--- src/lisc_pkg.sv ---
// package: constants and carriers for the low-power input sense config block
package lisc_pkg;

  // channel counts
  localparam int LISC_GND_CH = 14;
  localparam int LISC_PROG_CH = 8;

  // spi frame layout
  localparam int LISC_FRAME_W = 32;
  localparam int LISC_ADDR_W = 7;
  localparam int LISC_DATA_W = 24;
  localparam int LISC_ADDR_MSB = 31;
  localparam int LISC_ADDR_LSB = 25;
  localparam int LISC_RW_BIT = 24;
  localparam int LISC_FAULT_BIT = 23;
  localparam int LISC_INT_BIT = 22;
  localparam int LISC_RDATA_W = 22;

  // register addresses
  localparam logic [6:0] LISC_ADDR_GND_CMP_ONLY = 7'h13;
  localparam logic [6:0] LISC_ADDR_PROG_LP_THR = 7'h14;
  localparam logic [6:0] LISC_ADDR_GND_LP_THR = 7'h15;
  localparam logic [6:0] LISC_ADDR_PROG_POLL_CUR = 7'h16;

  // reset values
  localparam logic [13:0] LISC_GND_RESET = 14'h0000;
  localparam logic [7:0] LISC_PROG_RESET = 8'h00;

  // threshold select encodings
  typedef enum logic [1:0] {
    LISC_THR_DELTA,
    LISC_THR_NORMAL,
    LISC_THR_FIXED_BATT
  } lisc_thr_e;

  // polling current select encodings
  typedef enum logic [1:0] {
    LISC_CUR_NONE,
    LISC_CUR_NORMAL,
    LISC_CUR_WETTING
  } lisc_cur_e;

  // per-channel low-power sense setting
  typedef struct packed {
    logic cmp_active;
    lisc_thr_e thr_sel;
    lisc_cur_e cur_sel;
    logic wake;
  } lisc_chan_s;

endpackage

--- src/lisc_chan_sense.sv ---
// one channel's low-power sense selection and wake detection
`timescale 1ns/1ps
module lisc_chan_sense
  import lisc_pkg::*;
#(
  parameter bit PROGRAMMABLE = 1'b0
)
(
  // clock and reset
  input wire logic clock,
  input wire logic rst,
  // configuration
  input wire logic cmp_only,
  input wire logic thr_bit,
  input wire logic cur_bit,
  input wire logic battery_switch_config,
  // state
  input wire logic low_power_state,
  input wire logic lp_tick,
  input wire logic comp_in,
  // result
  output lisc_chan_s sense
);

  logic sync1_q;
  logic sync2_q;
  logic last_q;
  logic wake_q;

  // comparator output is asynchronous
  always_ff @(posedge clock or posedge rst)
  begin
    if (rst)
    begin
      sync1_q <= 1'b0;
      sync2_q <= 1'b0;
    end
    else
    begin
      sync1_q <= comp_in;
      sync2_q <= sync1_q;
    end
  end

  always_ff @(posedge clock or posedge rst)
  begin
    if (rst)
    begin
      last_q <= 1'b0;
      wake_q <= 1'b0;
    end
    else if (!low_power_state)
    begin
      last_q <= sync2_q;
      wake_q <= 1'b0;
    end
    else if (lp_tick)
    begin
      last_q <= sync2_q;
      wake_q <= sense.cmp_active && (sync2_q != last_q);
    end
    else
    begin
      wake_q <= 1'b0;
    end
  end

  always_comb
  begin
    sense.wake = wake_q;
    sense.cmp_active = low_power_state;
    if (PROGRAMMABLE && battery_switch_config)
      sense.thr_sel = LISC_THR_FIXED_BATT;
    else if (thr_bit)
      sense.thr_sel = LISC_THR_NORMAL;
    else
      sense.thr_sel = LISC_THR_DELTA;
    if (!low_power_state || cmp_only)
      sense.cur_sel = LISC_CUR_NONE;
    else if (cur_bit)
      sense.cur_sel = LISC_CUR_WETTING;
    else
      sense.cur_sel = LISC_CUR_NORMAL;
  end

endmodule // lisc_chan_sense

--- src/lisc_regs.sv ---
// spi-reached low-power input sense configuration registers
`timescale 1ns/1ps
// What this block does
// - comparator-only ground channel: comparator on, no current in low power
// - comparator-only channel wakes device when its input changes state
// - ground comparator-only register at 0x13, bits 13..0, reset zero
// - programmable ground-type channel, threshold bit 0: delta threshold
// - programmable ground-type channel, threshold bit 1: normal threshold
// - programmable battery-type channel always uses fixed 4.0V threshold
// - programmable threshold register at 0x14, bits 7..0, reset zero
// - ground channel threshold bit 0 selects delta threshold
// - ground channel threshold bit 1 selects normal threshold
// - ground threshold register at 0x15, bits 13..0, reset zero
// - polling bit 0: normal polling current, 2.2 or 1.0 mA
// - each programmable channel has its own polling current bit
// - polling bit 1: wetting current level used in low power
// - programmable polling current register at 0x16, bits 7..0, reset zero
module lisc_regs
  import lisc_pkg::*;
(
  // clock and reset
  input wire logic clock,
  input wire logic rst,
  // decoded spi frame from the shift logic
  input wire logic frame_valid,
  input wire logic [LISC_FRAME_W-1:0] frame_in,
  // status merged into every reply
  input wire logic fault_status,
  input wire logic interrupt_pending_flag,
  // reply word
  output logic [LISC_DATA_W-1:0] reply_q,
  output logic reply_hit_q,
  // device state
  input wire logic low_power_state,
  input wire logic lp_tick,
  input wire logic [LISC_PROG_CH-1:0] battery_switch_config,
  input wire logic [LISC_GND_CH-1:0] ground_switch_channels,
  input wire logic [LISC_PROG_CH-1:0] programmable_channels,
  // per-channel sense controls
  output lisc_chan_s [LISC_GND_CH-1:0] gnd_sense,
  output lisc_chan_s [LISC_PROG_CH-1:0] prog_sense,
  output logic wake_request
);

  logic [LISC_GND_CH-1:0] gnd_cmp_only_q;
  logic [LISC_PROG_CH-1:0] prog_thr_q;
  logic [LISC_GND_CH-1:0] gnd_thr_q;
  logic [LISC_PROG_CH-1:0] prog_cur_q;
  logic [LISC_ADDR_W-1:0] addr;
  logic wr;
  logic [LISC_DATA_W-1:0] wdata;
  logic [LISC_RDATA_W-1:0] rdata;
  logic hit;
  logic [LISC_GND_CH-1:0] gnd_wake;
  logic [LISC_PROG_CH-1:0] prog_wake;

  assign addr = frame_in[LISC_ADDR_MSB:LISC_ADDR_LSB];
  assign wr = frame_in[LISC_RW_BIT];
  assign wdata = frame_in[LISC_DATA_W-1:0];

  always_ff @(posedge clock or posedge rst)
  begin
    if (rst)
      gnd_cmp_only_q <= LISC_GND_RESET;
    else if (frame_valid && wr && addr == LISC_ADDR_GND_CMP_ONLY)
      gnd_cmp_only_q <= wdata[LISC_GND_CH-1:0];
  end

  always_ff @(posedge clock or posedge rst)
  begin
    if (rst)
      prog_thr_q <= LISC_PROG_RESET;
    else if (frame_valid && wr && addr == LISC_ADDR_PROG_LP_THR)
      prog_thr_q <= wdata[LISC_PROG_CH-1:0];
  end

  always_ff @(posedge clock or posedge rst)
  begin
    if (rst)
      gnd_thr_q <= LISC_GND_RESET;
    else if (frame_valid && wr && addr == LISC_ADDR_GND_LP_THR)
      gnd_thr_q <= wdata[LISC_GND_CH-1:0];
  end

  always_ff @(posedge clock or posedge rst)
  begin
    if (rst)
      prog_cur_q <= LISC_PROG_RESET;
    else if (frame_valid && wr && addr == LISC_ADDR_PROG_POLL_CUR)
      prog_cur_q <= wdata[LISC_PROG_CH-1:0];
  end

  // read mux; unused bits read zero
  always_comb
  begin
    rdata = '0;
    hit = 1'b1;
    case (addr)
      LISC_ADDR_GND_CMP_ONLY: rdata[LISC_GND_CH-1:0] = gnd_cmp_only_q;
      LISC_ADDR_PROG_LP_THR: rdata[LISC_PROG_CH-1:0] = prog_thr_q;
      LISC_ADDR_GND_LP_THR: rdata[LISC_GND_CH-1:0] = gnd_thr_q;
      LISC_ADDR_PROG_POLL_CUR: rdata[LISC_PROG_CH-1:0] = prog_cur_q;
      default: hit = 1'b0;
    endcase
  end

  // reply: fault, flag, data
  // reply shows value before a write in the same frame
  always_ff @(posedge clock or posedge rst)
  begin
    if (rst)
    begin
      reply_q <= '0;
      reply_hit_q <= 1'b0;
    end
    else if (frame_valid)
    begin
      reply_q <= {fault_status, interrupt_pending_flag, rdata};
      reply_hit_q <= hit;
    end
  end

  // ground channels have no battery option and no current bit
  for (genvar g = 0; g < LISC_GND_CH; g++)
  begin : g_gnd
    lisc_chan_sense #(.PROGRAMMABLE(1'b0)) u_chan (
      .clock(clock),
      .rst(rst),
      .cmp_only(gnd_cmp_only_q[g]),
      .thr_bit(gnd_thr_q[g]),
      .cur_bit(1'b0),
      .battery_switch_config(1'b0),
      .low_power_state(low_power_state),
      .lp_tick(lp_tick),
      .comp_in(ground_switch_channels[g]),
      .sense(gnd_sense[g])
    );
    assign gnd_wake[g] = gnd_sense[g].wake && gnd_cmp_only_q[g];
  end

  for (genvar p = 0; p < LISC_PROG_CH; p++)
  begin : g_prog
    lisc_chan_sense #(.PROGRAMMABLE(1'b1)) u_chan (
      .clock(clock),
      .rst(rst),
      .cmp_only(1'b0),
      .thr_bit(prog_thr_q[p]),
      .cur_bit(prog_cur_q[p]),
      .battery_switch_config(battery_switch_config[p]),
      .low_power_state(low_power_state),
      .lp_tick(lp_tick),
      .comp_in(programmable_channels[p]),
      .sense(prog_sense[p])
    );
    assign prog_wake[p] = 1'b0;
  end

  assign wake_request = |gnd_wake | |prog_wake;

endmodule // lisc_regs

--- config.mk ---
export PLATFORM = sky130hd
export DESIGN_NAME = lisc_regs
export DESIGN_NICKNAME = d
export VERILOG_FILES = /design/src/lisc_pkg.sv /design/src/lisc_chan_sense.sv /design/src/lisc_regs.sv
export SDC_FILE = /design/constraint.sdc
export NUM_CORES = 1
export LEC_CHECK = 0
export ABC_AREA = 1
export BUFFER_PORTS_ARGS = -buffer_cell sky130_fd_sc_hd__buf_2
export CAP_MARGIN = 20
export CORE_ASPECT_RATIO = 1.75
export CORE_MARGIN = 1.5
export CORE_UTILIZATION = 51
export CTS_CLUSTER_SIZE = 10
export DETAILED_ROUTE_END_ITERATION = 12
export PLACE_DENSITY = 0.77
export SYNTH_ARGS = -nofsm -noshare
export SYNTH_HDL_FRONTEND = slang
export SYNTH_SLANG_ARGS = --single-unit
export TNS_END_PERCENT = 100
--- constraint.sdc ---
create_clock -name clock -period 5.1 [get_ports clock]
set_clock_uncertainty 0.15 [all_clocks]
set_input_delay 0.255 -clock clock [delete_from_list [all_inputs] [get_ports clock]]
set_output_delay 0.255 -clock clock [all_outputs]
set_load 0.01 [all_outputs]
# [Yosys cells after proc, flatten, opt, wreduce, memory -nomap -nowiden]
# Index checks and enable logic that the tools add are counted.
[classes] n_addsub=0 multipliers=0 div=0 magnitude_cmp=0 n_eq_ne=27 shifts=0 n_mux=151 bitwise=0 reduce_logical=58
[op_table] op="$mux W1" count=125
[op_table] op="$mux W2" count=24
[op_table] op="$logic_and A1 B1 Y1" count=41
[op_table] op="$pmux W8 S4" count=1
[op_table] op="$eq A7 B5 Y1 const B" count=4
[op_table] op="$ne A1 B1 Y1" count=22
[op_table] op="$logic_or A1 B1 Y1" count=14
[op_table] op="$reduce_or A14 Y1" count=1
[op_table] op="$pmux W6 S2" count=1
[op_table] op="$reduce_or A4 Y1" count=1
[op_table] op="$ne A2 B1 Y1 const B" count=1
[op_table] op="$logic_not A1 Y1" count=1
[totals] reg_bits=149 latch_bits=0 mem_bits_rw=0 mem_bits_ro=0 input_bits=69 memories=0

# [Logic depth before layout (Yosys ltp)]
# Gate-level depths: netlist (run 1).
[logic_depth] depth_word=4 mapped_depth=8 depth_no_buf=7

# [Modules after synthesis]
# Synthesis (run 1) repeated with hierarchy kept, for this count alone.
[hier_totals] cells_unflattened=906 area_unflattened_um2=7542.2
[by_module_without_submodules] module="lisc_regs" n_inst=1 cells_per_inst=356 area_per_inst_um2=2947.8 seq_area_each_um2=1526.5
[by_module_without_submodules] module="lisc_chan_sense at g_gnd[0].u_chan ..." n_inst=14 cells_per_inst=25 area_per_inst_um2=210.2 seq_area_each_um2=100.1
[by_module_without_submodules] module="lisc_chan_sense at g_prog[0].u_chan ..." n_inst=8 cells_per_inst=25 area_per_inst_um2=206.4 seq_area_each_um2=100.1

# [Least setup slack after synthesis (run 1)]
# Ideal clock, no wire load.
[synth_timing] path_kind="in2reg" start="input port low_power_state" end="register g_gnd[0].u_chan.last_q" setup_ps=125 arrival_time_ps=1160 t_required_ps=4825 slack_ps=3665 cell_stages=6 cell_sequence="buf_6 inv_4 or2_1 buf_6 buf_12 mux2_4"
[synth_via] elab_chain_cells=1 word_cells_on_any_way=2 classes_between="eq/ne: 1; mux: 1"
[synth_rtl] item="from (decl)" line_no="lisc_regs.sv:34" text="input wire logic low_power_state,"
[synth_rtl] item="$ne A2 B1 Y1 (no source line) / $mux W1 (equally long branches)"
[synth_rtl] item="to (signal assigned)" line_no="lisc_chan_sense.sv:54" text="last_q <= sync2_q;"
[synth_rtl] item="to (signal assigned)" line_no="lisc_chan_sense.sv:59" text="last_q <= sync2_q;"
[synth_rtl] item="to (decl)" line_no="lisc_chan_sense.sv:27" text="logic last_q;"
# Several ways; a longest one is shown, not always the timed one.
# A chain may end at the register's enable or synchronous reset.

# [Final worst setup path (run 1)]
[layout_timing] start="register gnd_cmp_only_q[11]" end="output port wake_request"
[layout_via] elab_chain_cells=2
[layout_rtl] item="from (decl)" line_no="lisc_regs.sv:45" text="logic [LISC_GND_CH-1:0] gnd_cmp_only_q;"
[layout_rtl] item="from (signal assigned)" line_no="lisc_regs.sv:66" text="gnd_cmp_only_q <= wdata[LISC_GND_CH-1:0];"
[layout_rtl] item="$logic_and A1 B1 Y1" line_no="lisc_regs.sv:138" text="assign gnd_wake[g] = gnd_sense[g].wake && gnd_cmp_only_q[g];"
[layout_rtl] item="$reduce_or A14 Y1" line_no="lisc_regs.sv:158" text="assign wake_request = |gnd_wake | |prog_wake;"
[layout_rtl] item="to (decl)" line_no="lisc_regs.sv:42" text="output logic wake_request"
# No other way between the ends.

==> results.md, run 1 <==
Synthesis:
- The Yosys warning count is 0.
- The fraction of registers with async set or reset after synthesis is 1.00.
- The cell area that synthesis handed to floorplanning was 6740 um2.
- The average instance area after synthesis is 10.2 um2.
- Counting every instance in the synthesized netlist gives about 660.
- For this run, the leading register cell type out of synthesis is dfrtp_1.
- The share of the Yosys chip area taken by registers is 0.554.
- The post-synthesis cell type count is 33.
- The number of enable-type register cells in the synthesized netlist is 0.
- The number of synthesized register bits is around 150.

Layout:
- Leaving out fill and tap cells, the most frequent cell in the layout is buf_2.
- The final cell count without fillers is 993.
- The net count of the finished layout is 878.
- Summing all multi-input logic gate instances after layout gives 2040 um2.
- In the layout the commonest cells are buf_2 (180), dfrtp_1 (149), nand2_1 (112).
- The combined flip-flop and latch cell area is 3730 um2.
- The number of antenna cells inserted is 0.
- The count of filler cells inserted in the layout is 1078.
- The fraction of final layout cells sized beyond drive strength 1 is 0.309.
- Relative to the synthesized area, the layout overhead comes to 19.9%.

Detailed routing:
- The first-pass iteration count of the detailed router is 4.
- The total via count in the routed design is 4859.
- The routed wirelength normalized by instance count is 14.7 um.
- The total wire length is 14600 um.
- The residual antenna-violating net count after detailed routing is 0.
- For this run, design rule violations remaining after detail routing come to 0.
- The average vias per placed instance is 4.89.
- The number of violations reported at the end of detailed-routing iteration 0 is 170.

Timing:
- The final number of max-transition violations is 0.
- The post-layout minimum cycle time is 1.97 ns.
- The worst pin sits at a relative slew slack of 0.390.
- In the finished design, the share of the clock period the worst path needs comes to 0.387.
- The count of endpoints failing hold in the final timing report came to 0.
- The total of endpoints with negative setup slack in the final report is 0.
- Setup repair after global routing left no endpoint under its margin.
- Hold is met by 0.141 ns.
- The actual transition at the worst max-transition pin is 0.908 ns.
- Setup total negative slack on the finished layout was measured at 0 ns.
- The timing-limited maximum frequency is 0.507 GHz.

Global route:
- The first global-routing pass estimated around 23000 um of wire.
- The via count of the first global-routing pass is 4624.
- For this run the aggregate overflow at the end of global routing stands at 0.
- For this run, the total global-route usage over all layers was measured as 0.213.
- The initial antenna violation count came to 0.
- Entering global routing, the biggest net connects 101 pins.

Placed design:
- The global placer's final weighted congestion is 0.852.
- The instance count after placement with tap cells included is 922.
- The sum of net half-perimeters after detailed placement is about 10000 um.
- The number of port buffers is 180.

CTS:
- The largest buffer count on any clock path is 2.
- The TritonCTS clock tree is built.
- The quantity of gates resized following cts is 0.
- The number of clock buffers added by TritonCTS is 17.
- At the later pin of the worst-skew pair, clock insertion delay measures 0.41 ns.
- CTS saw around 150 sinks.
- The tree is rooted in a clkbuf_16.
- In this run the number of H-tree levels came out at 4.
- After clock tree synthesis, the clock-pin slew on the worst setup and hold paths is 0.06 ns.

Floorplanning:
- The number of placed I/O pins is around 230.
- The area of the die is 13900 um2.
- Measured along the y axis, the die boundary spans 155 um.
- The row count is 55.
- In this run the horizontal extent of the chip is 89.9 um.
- The effective utilization at floorplan is 0.521.
- The core area is about 13000 um2.

Setup path:
- The type of origin of the critical path is a flop.
- The worst setup path is captured at an output port.
- The worst setup path category is reg -> out.
- The worst-case register-to-register setup slack is 3.88 ns.
- The arrival time of the worst setup path is around 1.6 ns.
- The highest net fanout along the worst path is 4.
- Data on the critical path is required at its endpoint by around 4.7 ns.

Power and ir drop:
- VDD sags by at most 267 uV.
- The relative contribution of sequential cells to total power is 0.462.
- Of the total power, the clock network draws 0.436.
- Power spread over the standard cell area amounts to ~350 nW/um2.
- Summed over all nets, the switching power comes to 689 uW.
- The cell-internal power is 2140 uW.
- Of the total power, the share spent switching nets is 0.244.
- The leakage power is about 0.0044 uW.
- After layout, the design draws a total of 2820 uW.
- The share of total power in combinational logic is 0.102.

Outcome:
- The run finished with clean final reports.

Job:
- The number of max-cap violations is 0.

Hold path:
- In this run the worst hold path is classified as in -> reg.
[metrics by stage]
step           instance area (um2)  worst slack, ns   util
2_1_floorplan                 6870            0.687      -
3_3_place_gp                  7090             2.95  0.548
3_5_place_dp                  7090             2.92  0.548
4_1_cts                       8070             3.05  0.624
5_1_grt                       8070             2.87  0.624
6_report                      8070             3.13  0.624
[routing by layer]
metal	up-vias	track usage	wire length, um
li1	2293	-	-
met1	2292	0.224	5310
met4	0	0.146	810
met3	54	0.0508	901
met5	-	0	0
met2	220	0.374	7570
[cell type report]
cell class,instances,share of cell area
clock buffer,21,0.0583
clock inverter,11,0.0155
inverter,46,0.0223
multi-input combinational,373,0.253
sequential,149,0.462
tap,171,0.0265
timing repair buffer,222,0.163
[registers in the layout (all words and copies together), names as in the netlist]
| signal | flops |
|---|---|
| g_prog.u_chan.last_q | 8 |
| prog_thr_q | 8 |
| g_gnd.u_chan.sync2_q | 14 |
| g_gnd.u_chan.last_q | 14 |
| reply_hit_q | 1 |
| gnd_cmp_only_q | 14 |
| gnd_thr_q | 14 |
| g_gnd.u_chan.wake_q | 14 |
| g_prog.u_chan.sync2_q | 8 |
| reply_q | 16 |
| g_prog.u_chan.sync1_q | 8 |
| g_gnd.u_chan.sync1_q | 14 |
| prog_cur_q | 8 |
| g_prog.u_chan.wake_q | 8 |
[critical path, stage by stage (launching register included)]
cell and delay [ns]:
dfrtp_1 0.44, a22o_1 0.20, nor3_1 0.25, nand3_1 0.10, buf_2 0.16
[final timing paths]
check                           depth (start not counted)               startpoint                       to
worst max register to register                          4            prog_cur_q[7]               reply_q[7]
max in group asynchronous                               4                      rst             gnd_thr_q[7]
worst max-delay path                                    4       gnd_cmp_only_q[11]             wake_request
min in group asynchronous                               3                      rst            prog_thr_q[5]
worst min register to register                          0  g_gnd[4].u_chan.sync1_q  g_gnd[4].u_chan.sync2_q
worst min-delay path                                    3              frame_valid              reply_q[23]
[synthesized netlist by cell type, drive strengths merged, types with 2 or more instances]
| master | n | area (um2) |
|---|---|---|
| nor3 | 2 | 15.0 |
| o21a | 22 | 165 |
| buf | 117 | 892 |
| nand3 | 41 | 218 |
| clkbuf | 8 | 30.0 |
| dfrtp | 149 | 3730 |
| nor2 | 44 | 218 |
| nand2 | 116 | 450 |
| mux2 | 22 | 323 |
| a31oi | 6 | 37.5 |
| inv | 46 | 175 |
| o21ai | 54 | 278 |
| a22o | 4 | 35.0 |
| a21oi | 22 | 110 |
[cells by family (layout without fill, tap and decap cells)]
kind of cell,after synthesis,count (layout),share of synthesized area
simple gates,206,206,0.141
other cells,1,36,0.000557
mux,22,22,0.0479
flops,149,149,0.554
compound gates,109,109,0.0942
buf+inv,171,300,0.163
[power by group through the flow]
stage | Sequential (uW) | Clock [uW] | Combinational, uW
2_1_floorplan | 1310 | 0 | 222
3_3_place_gp | 1320 | 0 | 260
3_5_place_dp | 1330 | 0 | 266
4_1_cts | 1310 | 1250 | 290
5_1_grt | 1310 | 1310 | 316
6_report | 1310 | 1230 | 288
[timing repair]
action | CTS | global route
setup buffers | 0 | 0
endpoints found under the hold margin | 150 | 0
hold buffers | 39 | 0
(Power assumes the default switching activity.)
==> run 2, diff against run 1 <==
- ABC_AREA: 1 -> 0
- CORE_UTILIZATION: 51 -> 46
- PLACE_DENSITY: 0.77 -> 0.73
- clock period: 5.1 -> 1.78 ns (I/O delays scaled with it)
==> results.md, run 2 <==
Setup path:
- The arrival time of the worst setup path is about 1.7 ns.
- The type of origin of the critical path is a flop.
- The peak per-stage delay on the critical path is 0.39 ns.
- The data required time of the critical path is 1.54 ns.
- Walking the worst path, the cells encountered are a22oi_2 > nand2_1 > a221oi_2 > buf_4 > nand4_1 > buf_2.
- The last element of the critical path is wake_request.
- Tracing the worst setup path back leads to its startpoint at g_gnd[4].u_chan.wake_q.
- In this run the register-to-register setup slack is 0.56 ns.
- Along the worst path, the maximum fanout reaches 2.
- The capture instance of the worst register-to-register path is reply_q[4].
- The highest-delay cell along the critical path is dfrtp_1.
- The worst register-to-register path begins at gnd_cmp_only_q[4].
- The logic depth of the worst register-to-register path is 4.
- The critical path in this run is classified as reg -> out.
- The capturing element type of the critical path is an output port.

Global route:
- The first-pass GRT wire length is around 22000 um.
- The final global-route overflow total is 0.
- The global-route usage over all layers is 0.191.
- The initial antenna violation count was 0.
- The via count of the first global-routing pass came to 4266.
- The maximum number of pins on one net before global-route repair is 62.

Synthesis:
- The total standard cell area after synthesis is 6640 um2.
- Synthesis produced a netlist whose cell count is roughly 520.
- By count the netlist is led by dfrtp_1 (149), buf_4 (102), mux2_2 (48), nor2b_1 (34), xnor2_1 (23).
- Yosys attributes the largest share of cell area to dfrtp_1 (56%), buf_4 (12%), mux2_2 (8.1%), mux2_4 (4.5%), nor2b_1 (3.2%).
- In this run, synthesis inferred 0 flip-flops with an integrated enable.
- A synthesized cell averages 12.9 um2.
- The Yosys warning count is 0.
- The commonest register cell after synthesis is dfrtp_1.
- The fraction of registers with async set or reset after synthesis is 1.00.
- Yosys instantiated no cell more often than dfrtp_1.
- The proportion of synthesized chip area in sequential cells is 0.562.
- The share of Yosys cell area claimed by the top area cell type is 0.562.
- Counting distinct cell types in the post-synthesis netlist gives 31.
- The library cell with the largest summed area after synthesis is dfrtp_1.
- After synthesis the netlist holds a flip-flop and latch count of 149.

Floorplanning:
- The die covers 15200 um2.
- The row count is 57.
- The vertical extent of the die is approximately 160 um.
- The total area inside the core boundary comes to about 14000 um2.
- The number of placed I/O pins is 227.
- The effective utilization at floorplan is 0.475.
- From left edge to right edge, the die measures approximately 94 um.

Detailed routing:
- After the first detailed-routing iteration, the DRC count stood at just over 90.
- The first detailed-routing pass ran for 4 iterations.
- In this run the remaining antenna-violating nets after routing total 0.
- For this run, design rule violations remaining after detail routing come to 0.
- Dividing the detail-routed via count by the number of cells gives approximately 4.7.
- Dividing the detail-routed wire length by the instance count gives 15.9 um.
- Wires add up to 14100 um.
- The total via count in the routed design is between 4000 and 5000.

Layout:
- The net total in the final layout is 765.
- For this run, the number of standard cells in the final layout without fillers is 886.
- Of the cells placed in the final design, the portion with a size suffix greater than 1 is 0.447.
- The number of antenna diodes in the final layout is 0.
- The register with the most flip-flops is reply_q.
- The top cell types in the final layout, fill and taps aside, are buf_2 (180), dfrtp_1 (149), mux2_2 (48).
- The number of flip-flops in the largest register is 16.
- Leaving out fill and tap cells, the most frequent cell in the layout is buf_2.
- From synthesis to final layout, the design area changed by 25.6%.

Timing:
- Counting I/O delays and the setup requirement, the final critical path takes 1.96 ns.
- The count of endpoints failing hold in the final timing report was 0.
- In the post-route analysis, the smallest setup slack over all paths is -0.177 ns.
- For this run, the top clock speed supported by timing is about 0.51 GHz.
- The final number of max-transition violations is 0.
- The total of endpoints with negative setup slack in the final report is 1.
- Setup repair after global routing could not meet its margin everywhere.
- The ratio of final minimum period to clock period is 1.10.

CTS:
- The insertion delay to the later sink of the worst-skew pair is between 0.4 and 0.5 ns.
- The number of clock sinks is approximately 150.
- The clock transition at the registers of the reported paths is 0.06 ns.
- The tree is rooted in a clkbuf_16.
- The clock passes through at most 2 buffers.
- The H-tree was split into 4 levels.
- TritonCTS built the clock tree.
- In this run, CTS created clock tree buffers numbering 17.

Power and ir drop:
- The switching power total is 1920 uW.
- In this run the power density over the cells is 966 nW/um2.
- The worst IR drop on VDD is 704 uV.
- The share of total power dissipated in sequential elements is 0.458.
- The leakage power is roughly 0.0042 uW.
- The proportion of power drawn by the clock network is 0.441.
- The post-layout total power is 8060 uW.
- The internal power of the cells totals 6130 uW.
- Of the total power, the share spent switching nets is 0.239.
- The share of total power in combinational logic is 0.102.

Placed design:
- The number of port buffers is 180.
- The global placer's final weighted congestion is 0.840.
- The instance count after placement with tap cells included is between 800 and 900.
- The sum of net half-perimeters after detailed placement is 10300 um.

Outcome:
- The final reports fail on setup timing.
- The flow ran to the end, but the final reports show violations.

Hold path:
- The path class of the lowest-slack min-delay path is in -> reg.

Job:
- Max-cap violations in this run came to 0.
[run 2: cell count changes after synthesis, sizes merged, moves of 23 or more]
cell	previous run	this run
inv	46	16
mux2	22	68
nand2	116	6
nand3	41	6
nor2b	0	34
o21ai	54	7
xnor2	0	23
[run 2: how the worst min path moves through the flow]
stage                               from                       to  slack, ns  cells after the start
3_3_place_gp                         rst  g_prog[2].u_chan.wake_q      -0.03                      2
4_1_cts                          lp_tick  g_prog[6].u_chan.wake_q       0.02                      4
3_5_place_dp                         rst  g_prog[4].u_chan.wake_q      -0.02                      2
5_1_grt                          lp_tick  g_prog[6].u_chan.wake_q       0.06                      4
6_report                         lp_tick  g_prog[6].u_chan.wake_q       0.03                      4
2_1_floorplan  ground_switch_channels[0]  g_gnd[0].u_chan.sync1_q      -0.03                      0
[run 2: area by class of cell]
type,count,area [um2]
Clock inverter,12,143
Timing Repair Buffer,247,1580
Clock buffer,20,457
Inverter,16,63.8
Sequential cell,149,3730
Multi-Input combinational cell,265,2150
Tap cell,177,221
Fill cell,1159,5640
[run 2: cells by family after synthesis]
group           share of synthesized area
compound gates                     0.0488
xor+xnor                           0.0303
buf+inv                             0.137
flops                               0.562
mux                                 0.139
other cells                      0.000565
simple gates                       0.0826
[run 2: repair_timing]
action,CTS,global route
pin swaps,0,1
gates resized for setup,2,1
hold buffers,40,0
endpoints found under the setup margin,1,1
setup buffers,1,2
hold endpoints to repair,213,0
[run 2: critical path, delay by kind of cell (launching register included)]
kind / cells / cell delay (ns)
buffers and inverters: 2 / 0.32
and+or+nand+nor: 2 / 0.21
AOI/OAI and AO/OA: 2 / 0.39
DFF: 1 / 0.39
[run 2: power groups by stage]
| stage | clock network, uW | registers (uW) | logic, uW |
|---|---|---|---|
| finish | 3550 | 3690 | 818 |
| global route | 3830 | 3710 | 895 |
| CTS | 3650 | 3690 | 823 |
| detailed placement | 0 | 3750 | 750 |
| global placement | 0 | 3740 | 731 |
| floorplan | 0 | 3710 | 612 |
[run 2: metrics by stage]
step	setup TNS (ns)	util	hold slack [ns]	instance area [um2]	setup slack [ns]
final	-0.177	0.596	0.0327	8340	-0.177
after global placement	0	0.522	-0.0301	7300	0.00638
after global routing	-0.267	0.596	0.0602	8340	-0.267
after floorplan	-49.76	-	-0.0296	6770	-0.334
after CTS	-0.188	0.595	0.0209	8320	-0.188
after detailed placement	-0.568	0.522	-0.0228	7300	-0.0745
[run 2: metal layers]
layer / track usage / share of wire / vias to the layer above
li1: - / - / 1945
met1: 0.211 / 0.37 / 2084
met2: 0.346 / 0.56 / 152
met3: 0.0445 / 0.050 / 25
met4: 0.0807 / 0.028 / 0
met5: 0 / 0 / -
